[src/verilog/pwr_ctrl_pkg.sv]
package pwr_ctrl_pkg;

   // Timing, in printed units and derived cycle counts
   localparam int CLOCK_HZ          = 20_000_000;
   localparam int LONG_PRESS_MS     = 4000;
   localparam int LONG_PRESS_CYCLES = LONG_PRESS_MS * (CLOCK_HZ / 1000);
   localparam int DEBOUNCE_MS       = 20;
   localparam int DEBOUNCE_CYCLES   = DEBOUNCE_MS * (CLOCK_HZ / 1000);
   localparam int BLINK_MS          = 50;
   localparam int BLINK_CYCLES      = BLINK_MS * (CLOCK_HZ / 1000);

   // Sizes
   localparam int NUM_RAILS     = 5;
   localparam int NUM_FANS      = 3;
   localparam int LEVEL_W       = 8;
   localparam int WAKE_SOURCES  = 7;
   localparam int INT_BITS      = 5;

   // Register byte offsets
   localparam logic [7:0] CTRL_OFF     = 8'h00;
   localparam logic [7:0] CMD_OFF      = 8'h04;
   localparam logic [7:0] STATE_OFF    = 8'h08;
   localparam logic [7:0] INT_STAT_OFF = 8'h0c;
   localparam logic [7:0] INT_EN_OFF   = 8'h10;
   localparam logic [7:0] INT_CLR_OFF  = 8'h14;
   localparam logic [7:0] FAN_CFG_OFF  = 8'h18;
   localparam logic [7:0] RAIL_WIN_OFF = 8'h20;

   // Field positions
   localparam int CTRL_S5_WAKE_BIT  = 0;
   localparam int CTRL_SLEEP_LSB    = 1;
   localparam int CMD_SLEEP_BIT     = 0;
   localparam int CMD_SOFT_OFF_BIT  = 1;
   localparam int STATE_CODE_LSB    = 0;
   localparam int STATE_INTRUDE_BIT = 3;
   localparam int STATE_RAIL_LSB    = 4;
   localparam int STATE_FAN_LSB     = 9;
   localparam int STATE_LINK_BIT    = 12;
   localparam int FAN_OFF_LSB       = 0;
   localparam int FAN_FULL_LSB      = 8;
   localparam int WIN_LOW_LSB       = 0;
   localparam int WIN_HIGH_LSB      = 8;

   // Wake source indices
   localparam int WK_RTC  = 0;
   localparam int WK_PCIE = 1;
   localparam int WK_LAN  = 2;
   localparam int WK_PME  = 3;
   localparam int WK_RING = 4;
   localparam int WK_KBD  = 5;
   localparam int WK_USB  = 6;

   // Interrupt bit positions
   localparam int INT_STATE_CHG  = 0;
   localparam int INT_INTRUSION  = 1;
   localparam int INT_RAIL       = 2;
   localparam int INT_FORCED_OFF = 3;
   localparam int INT_THERMAL    = 4;

   // Reset values
   localparam logic [2:0]  CTRL_RESET     = 3'h0;
   localparam logic [15:0] FAN_CFG_RESET  = 16'h5028;
   localparam logic [15:0] RAIL_WIN_RESET = 16'hff00;

   typedef enum logic [2:0] {
      PS_WORK,
      PS_S1,
      PS_S3,
      PS_S4,
      PS_OFF
   } pwr_state_t;

endpackage : pwr_ctrl_pkg

[src/verilog/power_button_wake_control.sv]
module power_button_wake_control #(
   parameter int LONG_PRESS_CYCLES = pwr_ctrl_pkg::LONG_PRESS_CYCLES,
   parameter int DEBOUNCE_CYCLES   = pwr_ctrl_pkg::DEBOUNCE_CYCLES,
   parameter int BLINK_CYCLES      = pwr_ctrl_pkg::BLINK_CYCLES
) (
   input  wire logic        clock,
   input  wire logic        rst_n,
   input  wire logic        psel,
   input  wire logic        penable,
   input  wire logic        pwrite,
   input  wire logic [7:0]  paddr,
   input  wire logic [31:0] pwdata,
   output logic [31:0]      prdata,
   output logic             pready,
   output logic             pslverr,
   input  wire logic        powerSwitch_n,
   input  wire logic [6:0]  wakeIn,
   input  wire logic        linkUp,
   input  wire logic        linkActivity,
   input  wire logic        speed100,
   input  wire logic        coverClosed,
   input  wire logic [39:0] railLevel,
   input  wire logic [23:0] tempLevel,
   output logic [2:0]       sleepCode,
   output logic             stopGrant,
   output logic             selfRefresh,
   output logic             diskContext,
   output logic             coldBoot,
   output logic             devicePowerOn,
   output logic             wakeLogicPowerOn,
   output logic             linkLedGreen,
   output logic             speedLedYellow,
   output logic             intrusion,
   output logic [4:0]       railFault,
   output logic [23:0]      fanDrive,
   output logic             irq
);
   localparam int NR = pwr_ctrl_pkg::NUM_RAILS;
   localparam int NF = pwr_ctrl_pkg::NUM_FANS;
   localparam int LW = pwr_ctrl_pkg::LEVEL_W;
   localparam int NW = pwr_ctrl_pkg::WAKE_SOURCES;
   localparam int NI = pwr_ctrl_pkg::INT_BITS;
   localparam int PIN_W = NW + 5;
   localparam int BL_W  = $clog2(BLINK_CYCLES + 1);

   if (LONG_PRESS_CYCLES <= DEBOUNCE_CYCLES || DEBOUNCE_CYCLES < 1 ||
       BLINK_CYCLES < 2 || NR * LW != 40 || NF * LW != 24) begin : g_check
      $error("power_button_wake_control: unsupported parameters");
   end

   function automatic logic isMapped(input logic [7:0] a);
      if (a == pwr_ctrl_pkg::CTRL_OFF || a == pwr_ctrl_pkg::CMD_OFF ||
          a == pwr_ctrl_pkg::STATE_OFF || a == pwr_ctrl_pkg::INT_EN_OFF ||
          a == pwr_ctrl_pkg::INT_STAT_OFF ||
          a == pwr_ctrl_pkg::INT_CLR_OFF || a == pwr_ctrl_pkg::FAN_CFG_OFF)
         return 1'b1;
      else if (a >= pwr_ctrl_pkg::RAIL_WIN_OFF &&
               a < pwr_ctrl_pkg::RAIL_WIN_OFF + 8'(4 * NR) &&
               a[1:0] == 2'b00)
         return 1'b1;
      else
         return 1'b0;
   endfunction : isMapped

   // Which wake sources a given state listens to
   function automatic logic [NW-1:0] wakeMask(
      input pwr_ctrl_pkg::pwr_state_t s,
      input logic s5Enable
   );
      logic [NW-1:0] m;
      m = '0;
      if (s != pwr_ctrl_pkg::PS_WORK) begin
         m[pwr_ctrl_pkg::WK_RTC]  = 1'b1;
         m[pwr_ctrl_pkg::WK_PCIE] = 1'b1;
         m[pwr_ctrl_pkg::WK_LAN]  = (s != pwr_ctrl_pkg::PS_OFF) || s5Enable;
         m[pwr_ctrl_pkg::WK_PME]  = (s != pwr_ctrl_pkg::PS_OFF) || s5Enable;
      end
      if (s == pwr_ctrl_pkg::PS_S1 || s == pwr_ctrl_pkg::PS_S3) begin
         m[pwr_ctrl_pkg::WK_RING] = 1'b1;
         m[pwr_ctrl_pkg::WK_KBD]  = 1'b1;
         m[pwr_ctrl_pkg::WK_USB]  = 1'b1;
      end
      return m;
   endfunction : wakeMask

   // Pin synchronisers; the A stage feeds only the B stage
   logic [PIN_W-1:0] syncA_reg, syncB_reg;
   logic [NW-1:0]    wakePrev_reg;
   logic             pressedSync, linkSync, actSync, speedSync, coverSync;
   logic [NW-1:0]    wakeSync, wakeEdge;

   always_ff @(posedge clock) begin
      if (!rst_n) begin
         syncA_reg    <= '0;
         syncB_reg    <= '0;
         wakePrev_reg <= '0;
      end else begin
         syncA_reg    <= {coverClosed, speed100, linkActivity, linkUp,
                          wakeIn, ~powerSwitch_n};
         syncB_reg    <= syncA_reg;
         wakePrev_reg <= wakeSync;
      end
   end

   assign pressedSync = syncB_reg[0];
   assign wakeSync    = syncB_reg[NW:1];
   assign linkSync    = syncB_reg[NW+1];
   assign actSync     = syncB_reg[NW+2];
   assign speedSync   = syncB_reg[NW+3];
   assign coverSync   = syncB_reg[NW+4];
   assign wakeEdge    = wakeSync & ~wakePrev_reg;

   logic shortPress, longPress;

   switch_debounce #(
      .DEBOUNCE_CYCLES (DEBOUNCE_CYCLES),
      .LONG_CYCLES     (LONG_PRESS_CYCLES)
   ) u_switch (
      .clock       (clock),
      .rst_n       (rst_n),
      .pressedSync (pressedSync),
      .shortPress  (shortPress),
      .longPress   (longPress)
   );

   // Register file
   logic [2:0]       ctrl_reg, ctrl_next;
   logic [NI-1:0]    intEn_reg, intEn_next;
   logic [NI-1:0]    intStat_reg, intStat_next;
   logic [15:0]      fanCfg_reg, fanCfg_next;
   logic [16*NR-1:0] railWin_reg, railWin_next;
   logic [31:0]      prdata_reg, prdata_next;
   logic             wrAcc, swSleep, swOff;
   logic [NI-1:0]    events;
   logic [LW*NR-1:0] railLow, railHigh;
   logic [NR-1:0]    railFlags, railPrev_reg;
   logic             intrPrev_reg;
   logic [NF-1:0]    fanFull_reg, fanFull_next;
   logic [LW*NF-1:0] fanDrive_reg, fanDrive_next;

   pwr_ctrl_pkg::pwr_state_t state_reg, state_next;
   logic [2:0] code_reg, code_next;
   logic       coldBoot_reg, coldBoot_next;
   logic       wakeOk;
   pwr_ctrl_pkg::pwr_state_t sleepTarget;

   assign wrAcc   = psel && penable && pwrite && isMapped(paddr);
   assign swSleep = wrAcc && paddr == pwr_ctrl_pkg::CMD_OFF &&
                    pwdata[pwr_ctrl_pkg::CMD_SLEEP_BIT];
   assign swOff   = wrAcc && paddr == pwr_ctrl_pkg::CMD_OFF &&
                    pwdata[pwr_ctrl_pkg::CMD_SOFT_OFF_BIT];

   always_comb begin
      ctrl_next   = ctrl_reg;
      intEn_next  = intEn_reg;
      fanCfg_next = fanCfg_reg;
      railWin_next = railWin_reg;
      prdata_next = prdata_reg;
      if (wrAcc) begin
         if (paddr == pwr_ctrl_pkg::CTRL_OFF)
            ctrl_next = pwdata[2:0];
         else if (paddr == pwr_ctrl_pkg::INT_EN_OFF)
            intEn_next = pwdata[NI-1:0];
         else if (paddr == pwr_ctrl_pkg::FAN_CFG_OFF)
            fanCfg_next = pwdata[15:0];
         else if (paddr >= pwr_ctrl_pkg::RAIL_WIN_OFF)
            railWin_next[16*((paddr - pwr_ctrl_pkg::RAIL_WIN_OFF) >> 2) +: 16]
               = pwdata[15:0];
      end
      // Events set in the same cycle as a clear survive it
      intStat_next = intStat_reg;
      if (wrAcc && paddr == pwr_ctrl_pkg::INT_CLR_OFF)
         intStat_next = intStat_reg & ~pwdata[NI-1:0];
      intStat_next = intStat_next | events;
      // Read data are captured in the setup cycle
      if (psel && !penable) begin
         prdata_next = 32'h0;
         if (paddr == pwr_ctrl_pkg::CTRL_OFF) begin
            prdata_next[2:0] = ctrl_reg;
         end else if (paddr == pwr_ctrl_pkg::STATE_OFF) begin
            prdata_next[pwr_ctrl_pkg::STATE_CODE_LSB +: 3] = code_reg;
            prdata_next[pwr_ctrl_pkg::STATE_INTRUDE_BIT]   = coverSync;
            prdata_next[pwr_ctrl_pkg::STATE_RAIL_LSB +: NR] = railFlags;
            prdata_next[pwr_ctrl_pkg::STATE_FAN_LSB +: NF] = fanFull_reg;
            prdata_next[pwr_ctrl_pkg::STATE_LINK_BIT]      = linkSync;
         end else if (paddr == pwr_ctrl_pkg::INT_STAT_OFF) begin
            prdata_next[NI-1:0] = intStat_reg;
         end else if (paddr == pwr_ctrl_pkg::INT_EN_OFF) begin
            prdata_next[NI-1:0] = intEn_reg;
         end else if (paddr == pwr_ctrl_pkg::FAN_CFG_OFF) begin
            prdata_next[15:0] = fanCfg_reg;
         end else if (isMapped(paddr) &&
                      paddr >= pwr_ctrl_pkg::RAIL_WIN_OFF) begin
            prdata_next[15:0] =
               railWin_reg[16*((paddr - pwr_ctrl_pkg::RAIL_WIN_OFF) >> 2) +: 16];
         end
      end
   end

   always_ff @(posedge clock) begin
      if (!rst_n) begin
         ctrl_reg    <= pwr_ctrl_pkg::CTRL_RESET;
         intEn_reg   <= '0;
         intStat_reg <= '0;
         fanCfg_reg  <= pwr_ctrl_pkg::FAN_CFG_RESET;
         railWin_reg <= {NR{pwr_ctrl_pkg::RAIL_WIN_RESET}};
         prdata_reg  <= 32'h0;
      end else begin
         ctrl_reg    <= ctrl_next;
         intEn_reg   <= intEn_next;
         intStat_reg <= intStat_next;
         fanCfg_reg  <= fanCfg_next;
         railWin_reg <= railWin_next;
         prdata_reg  <= prdata_next;
      end
   end

   assign prdata  = prdata_reg;
   assign pready  = 1'b1;
   assign pslverr = psel && penable && !isMapped(paddr);
   assign irq     = |(intStat_reg & intEn_reg);

   // Power state machine
   always_comb begin
      case (ctrl_reg[pwr_ctrl_pkg::CTRL_SLEEP_LSB +: 2])
         2'h0:    sleepTarget = pwr_ctrl_pkg::PS_S1;
         2'h1:    sleepTarget = pwr_ctrl_pkg::PS_S3;
         default: sleepTarget = pwr_ctrl_pkg::PS_S4;
      endcase
      wakeOk = |(wakeEdge &
                 wakeMask(state_reg, ctrl_reg[pwr_ctrl_pkg::CTRL_S5_WAKE_BIT]));
      state_next = state_reg;
      case (state_reg)
         pwr_ctrl_pkg::PS_OFF: begin
            if (shortPress || wakeOk)
               state_next = pwr_ctrl_pkg::PS_WORK;
         end
         pwr_ctrl_pkg::PS_WORK: begin
            if (longPress)
               state_next = pwr_ctrl_pkg::PS_OFF;
            else if (shortPress || swSleep)
               state_next = sleepTarget;
            else if (swOff)
               state_next = pwr_ctrl_pkg::PS_OFF;
         end
         pwr_ctrl_pkg::PS_S1, pwr_ctrl_pkg::PS_S3, pwr_ctrl_pkg::PS_S4: begin
            if (longPress)
               state_next = pwr_ctrl_pkg::PS_OFF;
            else if (shortPress || wakeOk)
               state_next = pwr_ctrl_pkg::PS_WORK;
         end
         default: state_next = pwr_ctrl_pkg::PS_OFF;
      endcase
      case (state_next)
         pwr_ctrl_pkg::PS_WORK: code_next = 3'h0;
         pwr_ctrl_pkg::PS_S1:   code_next = 3'h1;
         pwr_ctrl_pkg::PS_S3:   code_next = 3'h3;
         pwr_ctrl_pkg::PS_S4:   code_next = 3'h4;
         default:               code_next = 3'h5;
      endcase
      // Leaving soft-off means nothing was saved
      coldBoot_next = state_reg == pwr_ctrl_pkg::PS_OFF &&
                      state_next == pwr_ctrl_pkg::PS_WORK;
   end

   always_ff @(posedge clock) begin
      if (!rst_n) begin
         state_reg    <= pwr_ctrl_pkg::PS_OFF;
         code_reg     <= 3'h5;
         coldBoot_reg <= 1'b0;
      end else begin
         state_reg    <= state_next;
         code_reg     <= code_next;
         coldBoot_reg <= coldBoot_next;
      end
   end

   assign sleepCode        = code_reg;
   assign stopGrant        = code_reg == 3'h1;
   assign selfRefresh      = code_reg == 3'h3;
   assign diskContext      = code_reg == 3'h4;
   assign coldBoot         = coldBoot_reg;
   assign devicePowerOn    = code_reg == 3'h0 || code_reg == 3'h1;
   assign wakeLogicPowerOn = rst_n;

   // Link LEDs; activity is stretched to a visible blink period
   logic [BL_W-1:0] blink_reg, blink_next;
   logic            phase_reg, phase_next;
   logic            actSeen_reg, actSeen_next;
   logic            tick;

   assign tick = blink_reg == BL_W'(BLINK_CYCLES - 1);

   always_comb begin
      blink_next   = tick ? '0 : blink_reg + BL_W'(1);
      actSeen_next = actSeen_reg;
      phase_next   = phase_reg;
      if (tick) begin
         phase_next   = actSeen_reg && !phase_reg;
         actSeen_next = 1'b0;
      end
      if (actSync)
         actSeen_next = 1'b1;
   end

   always_ff @(posedge clock) begin
      if (!rst_n) begin
         blink_reg   <= '0;
         phase_reg   <= 1'b0;
         actSeen_reg <= 1'b0;
      end else begin
         blink_reg   <= blink_next;
         phase_reg   <= phase_next;
         actSeen_reg <= actSeen_next;
      end
   end

   assign linkLedGreen   = linkSync && !phase_reg;
   assign speedLedYellow = speedSync;
   assign intrusion      = coverSync;

   // Supply rails
   for (genvar r = 0; r < NR; r++) begin : g_win
      assign railLow[r*LW +: LW]  =
         railWin_reg[16*r + pwr_ctrl_pkg::WIN_LOW_LSB +: LW];
      assign railHigh[r*LW +: LW] =
         railWin_reg[16*r + pwr_ctrl_pkg::WIN_HIGH_LSB +: LW];
   end

   window_compare #(
      .NUM (NR),
      .W   (LW)
   ) u_rails (
      .clock     (clock),
      .rst_n     (rst_n),
      .level     (railLevel),
      .lowLimit  (railLow),
      .highLimit (railHigh),
      .fault     (railFlags)
   );

   assign railFault = railFlags;

   // Fan control; fans only run while the board is in S0 or S1
   logic [LW-1:0] fanOff, fanFullT;
   assign fanOff   = fanCfg_reg[pwr_ctrl_pkg::FAN_OFF_LSB +: LW];
   assign fanFullT = fanCfg_reg[pwr_ctrl_pkg::FAN_FULL_LSB +: LW];

   for (genvar f = 0; f < NF; f++) begin : g_fan
      logic [LW-1:0] t, diff;
      logic [LW+1:0] scaled;
      assign t      = tempLevel[f*LW +: LW];
      assign diff   = t - fanOff;
      // Slope of four drive steps per degree keeps this a shift
      assign scaled = {diff, 2'b00};
      always_comb begin
         fanFull_next[f] = devicePowerOn && t >= fanFullT;
         if (!devicePowerOn || t <= fanOff)
            fanDrive_next[f*LW +: LW] = '0;
         else if (t >= fanFullT || scaled[LW+1:LW] != 2'b00)
            fanDrive_next[f*LW +: LW] = '1;
         else
            fanDrive_next[f*LW +: LW] = scaled[LW-1:0];
      end
   end

   always_ff @(posedge clock) begin
      if (!rst_n) begin
         fanDrive_reg <= '0;
         fanFull_reg  <= '0;
         railPrev_reg <= '0;
         intrPrev_reg <= 1'b0;
      end else begin
         fanDrive_reg <= fanDrive_next;
         fanFull_reg  <= fanFull_next;
         railPrev_reg <= railFlags;
         intrPrev_reg <= coverSync;
      end
   end

   assign fanDrive = fanDrive_reg;

   always_comb begin
      events = '0;
      events[pwr_ctrl_pkg::INT_STATE_CHG]  = state_next != state_reg;
      events[pwr_ctrl_pkg::INT_INTRUSION]  = coverSync && !intrPrev_reg;
      events[pwr_ctrl_pkg::INT_RAIL]       = |(railFlags & ~railPrev_reg);
      events[pwr_ctrl_pkg::INT_FORCED_OFF] = longPress &&
                                             state_reg != pwr_ctrl_pkg::PS_OFF;
      events[pwr_ctrl_pkg::INT_THERMAL]    = |(fanFull_next & ~fanFull_reg);
   end

endmodule : power_button_wake_control

[src/verilog/switch_debounce.sv]
module switch_debounce #(
   parameter int DEBOUNCE_CYCLES = 400000,
   parameter int LONG_CYCLES     = 80000000
) (
   input  wire logic clock,
   input  wire logic rst_n,
   input  wire logic pressedSync,
   output logic      shortPress,
   output logic      longPress
);
   localparam int DB_W   = $clog2(DEBOUNCE_CYCLES + 1);
   localparam int HOLD_W = $clog2(LONG_CYCLES + 1);

   logic              stable_reg, stable_next;
   logic [DB_W-1:0]   dbCount_reg, dbCount_next;
   logic [HOLD_W-1:0] hold_reg, hold_next;
   logic              longDone_reg, longDone_next;
   logic              short_reg, short_next;
   logic              long_reg, long_next;

   always_comb begin
      stable_next   = stable_reg;
      dbCount_next  = '0;
      hold_next     = hold_reg;
      longDone_next = longDone_reg;
      short_next    = 1'b0;
      long_next     = 1'b0;
      // Level must hold for the whole window before it is believed
      if (pressedSync != stable_reg) begin
         dbCount_next = dbCount_reg + DB_W'(1);
         if (dbCount_reg == DB_W'(DEBOUNCE_CYCLES - 1)) begin
            stable_next  = pressedSync;
            dbCount_next = '0;
         end
      end
      if (stable_reg && !longDone_reg) begin
         hold_next = hold_reg + HOLD_W'(1);
         if (hold_reg == HOLD_W'(LONG_CYCLES - 1)) begin
            long_next     = 1'b1;
            longDone_next = 1'b1;
         end
      end
      if (stable_reg && !stable_next) begin
         // A release after the long event is not a short press
         short_next    = !longDone_reg;
         hold_next     = '0;
         longDone_next = 1'b0;
      end
   end

   always_ff @(posedge clock) begin
      if (!rst_n) begin
         stable_reg   <= 1'b0;
         dbCount_reg  <= '0;
         hold_reg     <= '0;
         longDone_reg <= 1'b0;
         short_reg    <= 1'b0;
         long_reg     <= 1'b0;
      end else begin
         stable_reg   <= stable_next;
         dbCount_reg  <= dbCount_next;
         hold_reg     <= hold_next;
         longDone_reg <= longDone_next;
         short_reg    <= short_next;
         long_reg     <= long_next;
      end
   end

   assign shortPress = short_reg;
   assign longPress  = long_reg;

endmodule : switch_debounce

[src/verilog/window_compare.sv]
module window_compare #(
   parameter int NUM = 5,
   parameter int W   = 8
) (
   input  wire logic           clock,
   input  wire logic           rst_n,
   input  wire logic [NUM*W-1:0] level,
   input  wire logic [NUM*W-1:0] lowLimit,
   input  wire logic [NUM*W-1:0] highLimit,
   output logic [NUM-1:0]      fault
);
   logic [NUM-1:0] fault_reg, fault_next;

   for (genvar i = 0; i < NUM; i++) begin : g_rail
      always_comb begin
         fault_next[i] = (level[i*W +: W] < lowLimit[i*W +: W]) ||
                         (level[i*W +: W] > highLimit[i*W +: W]);
      end
   end

   always_ff @(posedge clock) begin
      if (!rst_n) begin
         fault_reg <= '0;
      end else begin
         fault_reg <= fault_next;
      end
   end

   assign fault = fault_reg;

endmodule : window_compare
[config.mk]
export PLATFORM = sky130hd
export DESIGN_NAME = power_button_wake_control
export DESIGN_NICKNAME = d
export VERILOG_FILES = /design/src/verilog/pwr_ctrl_pkg.sv /design/src/verilog/power_button_wake_control.sv /design/src/verilog/switch_debounce.sv /design/src/verilog/window_compare.sv
export SDC_FILE = /design/constraint.sdc
export NUM_CORES = 1
export LEC_CHECK = 0
export ABC_AREA = 0
export BUFFER_PORTS_ARGS = -buffer_cell sky130_fd_sc_hd__buf_2
export CAP_MARGIN = 20
export CORE_MARGIN = 1.5
export CORE_UTILIZATION = 55
export CTS_CLUSTER_SIZE = 8
export DETAILED_ROUTE_END_ITERATION = 8
export HOLD_SLACK_MARGIN = 0.02
export PLACE_DENSITY = 0.76
export SLEW_MARGIN = 20
export SYNTH_ARGS = -nofsm -noshare
export SYNTH_HDL_FRONTEND = slang
export SYNTH_SLANG_ARGS = --single-unit
[constraint.sdc]
create_clock -name clock -period 13.6 [get_ports clock]
set_input_delay 2.72 -clock clock [delete_from_list [all_inputs] [get_ports clock]]
set_output_delay 2.72 -clock clock [all_outputs]
set_load 0.02 [all_outputs]
==> results of run 1 <==
[final timing paths]
check | start | end | slack, ns | depth (start not counted)
hold / removal | syncA_reg[9]$_SDFF_PN0_ | syncB_reg[9]$_SDFF_PN0_ | 0.43 | 1
setup reg to reg | fanCfg_reg[1]$_SDFFE_PN0P_ | fanDrive[6]$_SDFF_PP0_ | 10.46 | 9
setup / recovery | paddr[2] | pslverr | 5.67 | 8
hold reg to reg | syncA_reg[9]$_SDFF_PN0_ | syncB_reg[9]$_SDFF_PN0_ | 0.43 | 1
[Yosys cell counts, drive strengths merged (23+ instances only)]
cell / number
mux2i: 67
nor2: 137
nor3: 27
dfxtp: 270
nand2: 149
xor2: 39
buf: 40
a21o: 23
xnor2: 30
o21ai: 58
nand2b: 26
clkbuf: 45
nand3: 66
nor2b: 82
inv: 124
o211ai: 40
a21oi: 74
ha: 141
and2: 55
[per-stage QoR]
step / total power [uW] / setup slack [ns] / instance area, sq um / instances / hold WS [ns]
floorplan: 941 / 6.53 / 15400 / 1746 / 0.412
global route: 1890 / 5.47 / 17300 / 2246 / 0.441
finish: 1830 / 5.67 / 17300 / 2246 / 0.429
CTS: 1830 / 5.73 / 17300 / 2246 / 0.432
global placement: 993 / 5.77 / 16200 / 2202 / 0.414
detailed placement: 997 / 5.74 / 16200 / 2202 / 0.422
[metal layers]
metal / track usage / vias up
met4: 0.111 / 0
li1: - / 6280
met1: 0.353 / 5912
met2: 0.432 / 513
met3: 0.0491 / 99
met5: 0 / -
[worst max-delay path, cell delays in order]
cell and delay (ns):
buf_2 0.67, inv_1 0.22, ha_1 0.48, inv_2 0.24, a21oi_1 0.12, nor3_1 0.40
o211a_1 0.19, buf_2 0.15
[logic make-up after synthesis]
group	share of synthesized area
AOI/OAI and AO/OA	0.153
xor gates and xnor gates	0.0400
adders and majority gates	0.119
buffers and inverters	0.0606
DFF	0.353
muxes	0.0615
other	0.000491
and+or+nand+nor	0.213
[power by group through the flow]
stage	Combinational, uW	Clock (uW)	Sequential [uW]
after floorplan	112	0	830
after global placement	165	0	827
after detailed placement	170	0	827
after CTS	171	851	812
after global routing	189	891	812
final	173	842	812
[final cells by class]
class / instances / area (sq um) / area share
clock buffers: 42 / 1010 / 0.0584
clock inverters: 2 / 25.0 / 0.00145
inverters: 124 / 465 / 0.0270
multi-input cells: 1267 / 9040 / 0.523
flip-flops and latches: 270 / 5410 / 0.313
well taps: 372 / 465 / 0.0270
repair buffers: 169 / 863 / 0.0500
==> impl_metrics.yaml, run 1 <==
run_status:
  status: "finished, final reports clean"
clocking:
  tritoncts: "done"
  cts_made_buffers: 39
  cts_max_level: 2
  cts_resized: 0
  post-cts-setup-buffers: 0
  postCtsHoldBufs: 0
  cts_sinks: 270
  cts_max_path_buffers: 3
  cts_root_buffer: "clkbuf_16"
  clk_pin_slew_ns: 0.05
  clock_latency_ns: 0.51
power_and_ir_drop:
  combPwrFrac: 0.095
  clkPwrFrac: 0.461
  irDropWorstVdd_uv: 105
  switching_share: 0.241
  seq_power_share: 0.444
  intPower_uw: 1390
  power_leakage_uw: 0.00782
  p_switching_uw: 441
  power_density_mw_per_mm2: 106
global_route:
  grt_max_degree: 116
  overflow: 0
  antenna_found_initial: 0
  grt_pass1_wl_microns: 61200
  grtUsageTotal: 0.268
  grt_pass1_vias: 12143
detailed_routing:
  top_layer: "met4"
  vias: 12804
  wl_per_cell_microns: 17.7
  firstDrtPassIters: 7
  met2_length_microns: 17700
  dr.first_iter.drc_count: 1090
  routed_wl_microns: 39600
  ant_nets: 0
  drt-met1-wl_microns: 17400
  wl_met3_microns: 3060
  drcViolationCount: 0
  vias_per_cell: 5.70
placed_design:
  io_buffer_count: 163
  routabilityCongestion: 0.902
  hpwl_microns: 29200
cells_and_area:
  nets: 2136
  largest_reg_flops: 80
  drive_gt1_frac: 0.142
  layout_common_cells: "dfxtp_1, buf_2, nand2_1"
  final_util: 0.637
  final_common_cell: "dfxtp_1"
  antenna_cells: 0
  areaGrowthSynthToFinish_pct: 12.8
  fill_cells: 2271
hold_path:
  holdCritPathClass: "reg2reg"
yosys:
  synthArstFlopShare: 0
  ys_seq_area_frac: 0.353
  netlist_top_cells_area: "dfxtp_1, ha_1, mux2i_1"
  ys.flop_type: "dfxtp_1"
  synth_top_area_cell: "dfxtp_1"
  yosysUniqueCellTypes: 76
  netlist_instances: 1731
  ys_warn_count: 0
  netlist_area_sq_mm: 0.0153
  synth_top_area_frac: 0.353
  post_synth.cell_area_avg_sq_um: 8.84
  ys_ff_latch: 270
  synth-edff-count: 0
sta:
  fin_setup_tns_ns: 0
  fmax_mhz: 126
  tightest_slew_ns: 1.16
  hold_violations: 0
  setup_viol_count_final: 0
  fin_skew_ns: 0.0179
  relSlewSlack: 0.230
  rsz0062_at_grt: "no"
  post-route-period-util: 0.583
  final_max_slew_viol_count: 0
  layout_min_cycle_time_ns: 7.93
floorplanning:
  die_x_microns: 170
  io-pin-count: 197
  num_rows: 60
  coreArea_sq_mm: 0.0271
  die_area_sq_mm: 0.0288
  initial_core_util: 0.565
  die_h_microns: 170
worst_setup_path:
  cp_max_fo: 29
  cp-start-kind: "input pin"
  path_class: "in2out"
  critPathArrivalTime_ns: 5.21
  worstPathRequired_ns: 10.88
  end_kind: "output pin"
job:
  cap_violations: 0
No activity file was read; power rests on OpenSTA's default activity.
==> inputs of run 2 (changes only) <==
==> constraint.sdc (replaced) <==
create_clock -name clock -period 8.15 [get_ports clock]
set_input_delay 1.63 -clock clock [delete_from_list [all_inputs] [get_ports clock]]
set_output_delay 1.63 -clock clock [all_outputs]
set_load 0.02 [all_outputs]
==> impl_metrics.yaml, run 2 (synthesis gave the netlist of run 1 again) <==
run_status:
  status: "finished, final reports clean"
sta:
  setup_viol_count_final: 0
  fin_skew_ns: 0.0113
  hold_violations: 0
  fin_setup_tns_ns: 0
  post-route-period-util: 0.713
  tightest_slew_ns: 1.16
  final_max_slew_viol_count: 0
  relSlewSlack: 0.219
  fmax_mhz: 172
  rsz0062_at_grt: "no"
  layout_min_cycle_time_ns: 5.81
power_and_ir_drop:
  power_density_mw_per_mm2: 178
  combPwrFrac: 0.094
  p_switching_uw: 747
  clkPwrFrac: 0.466
  seq_power_share: 0.440
  power_leakage_uw: 0.00784
  irDropWorstVdd_uv: 135
  intPower_uw: 2330
  switching_share: 0.242
clocking:
  clk_pin_slew_ns: 0.05
  clock_latency_ns: 0.52
  cts_max_path_buffers: 3
  post-cts-setup-buffers: 0
  cts_max_level: 2
  cts_made_buffers: 39
  cts_root_buffer: "clkbuf_16"
  cts_resized: 0
  tritoncts: "done"
  cts_sinks: 270
  postCtsHoldBufs: 0
global_route:
  antenna_found_initial: 1
  overflow: 0
  grt_pass1_vias: 12289
  grtUsageTotal: 0.274
  grt_pass1_wl_microns: 62600
  grt_max_degree: 67
detailed_routing:
  wl_per_cell_microns: 17.7
  ant_nets: 0
  routed_wl_microns: 39700
  met2_length_microns: 18000
  drcViolationCount: 0
  top_layer: "met4"
  vias_per_cell: 5.77
  vias: 12961
  wl_met3_microns: 3170
  drt-met1-wl_microns: 17300
  dr.first_iter.drc_count: 1220
  firstDrtPassIters: 6
floorplanning:
  initial_core_util: 0.565
  num_rows: 60
  die_h_microns: 170
  io-pin-count: 197
  die_x_microns: 170
  die_area_sq_mm: 0.0288
  coreArea_sq_mm: 0.0271
worst_setup_path:
  cp_num_buf_inv: 4
  end_kind: "output pin"
  worstPathRequired_ns: 6.52
  path_delay_family: "buffers and inverters"
  cp-start-kind: "input pin"
  slowest_delay_ns: 0.70
  worst_path_max_delay_cell: "buf_2"
  path_class: "in2out"
  path_cells: "buf_2 > inv_1 > ha_1 > inv_2 > a21oi_1 > nor3_1 > o211a_1 > buf_2"
  critPathArrivalTime_ns: 4.18
  cpMostUsedCell: "buf_2"
  cp_max_fo: 29
cells_and_area:
  fin_cells: 2248
  final_common_cell: "dfxtp_1"
  layout_common_cells: "dfxtp_1, buf_2, nand2_1"
  largest_reg_flops: 80
  nets: 2137
  fill_cells: 2284
  areaGrowthSynthToFinish_pct: 13.0
  drive_gt1_frac: 0.143
hold_path:
  holdCritPathClass: "reg2reg"
placed_design:
  hpwl_microns: 29400
  placed_cells: 2203
  routabilityCongestion: 0.909
  io_buffer_count: 163
job:
  cap_violations: 0
[run 2: cell types whose count changed in the layout (fill, tap and decap cells not counted), sizes merged]
cell / change
diode: +1
clkinv: -1
buf: +1
clkbuf: +1
[run 2: worst paths after layout]
| path | from | cells past startpoint | end | slack (ns) |
|---|---|---|---|---|
| worst max-delay path | paddr[2] | 8 | pslverr | 2.34 |
| worst min-delay path | syncA_reg[4]$_SDFF_PN0_ | 1 | syncB_reg[4]$_SDFF_PN0_ | 0.43 |
| worst max register to register | fanCfg_reg[1]$_SDFFE_PN0P_ | 9 | fanDrive[2]$_SDFF_PP0_ | 4.96 |
| worst min register to register | syncA_reg[4]$_SDFF_PN0_ | 1 | syncB_reg[4]$_SDFF_PN0_ | 0.43 |
[run 2: area by class of cell]
cell class                 count  area [sq um]  share of cell area
timing repair buffer         170           868              0.0502
sequential                   270          5410               0.313
tap                          372           465              0.0269
inverter                     124           465              0.0269
clock inverter                 1          20.0             0.00116
antenna                        1          2.50            0.000145
clock buffer                  43          1030              0.0598
multi-input combinational   1267          9030               0.522
[run 2: worst register-to-register path, delay by kind of cell (launching register included)]
kind / cells / cell delay (ns)
compound gates: 6 / 1.71
flops: 1 / 0.62
fa+ha+maj: 1 / 0.34
buf+inv: 1 / 0.22
simple gates: 1 / 0.15
[run 2: power by group through the flow]
stage                     Clock [uW]  Sequential [uW]  Combinational (uW)
after detailed placement           0             1380                 284
final                           1440             1360                 290
after floorplan                    0             1380                 187
after CTS                       1450             1350                 286
after global placement             0             1380                 277
after global routing            1510             1360                 319
[run 2: per-stage QoR]
step	util	area, sq um	hold slack, ns	setup slack [ns]	power, uW
after global placement	0.599	16200	0.414	2.39	1660
after floorplan	-	15400	0.412	2.97	1570
after global routing	0.638	17300	0.442	2.17	3190
after CTS	0.638	17300	0.433	2.40	3090
after detailed placement	0.599	16200	0.422	2.26	1660
final	0.638	17300	0.431	2.34	3080
[run 2: layer usage]
| metal | global-route usage | vias up |
|---|---|---|
| met5 | 0 | - |
| li1 | - | 6286 |
| met1 | 0.362 | 6094 |
| met2 | 0.445 | 492 |
| met4 | 0.109 | 0 |
| met3 | 0.0477 | 89 |
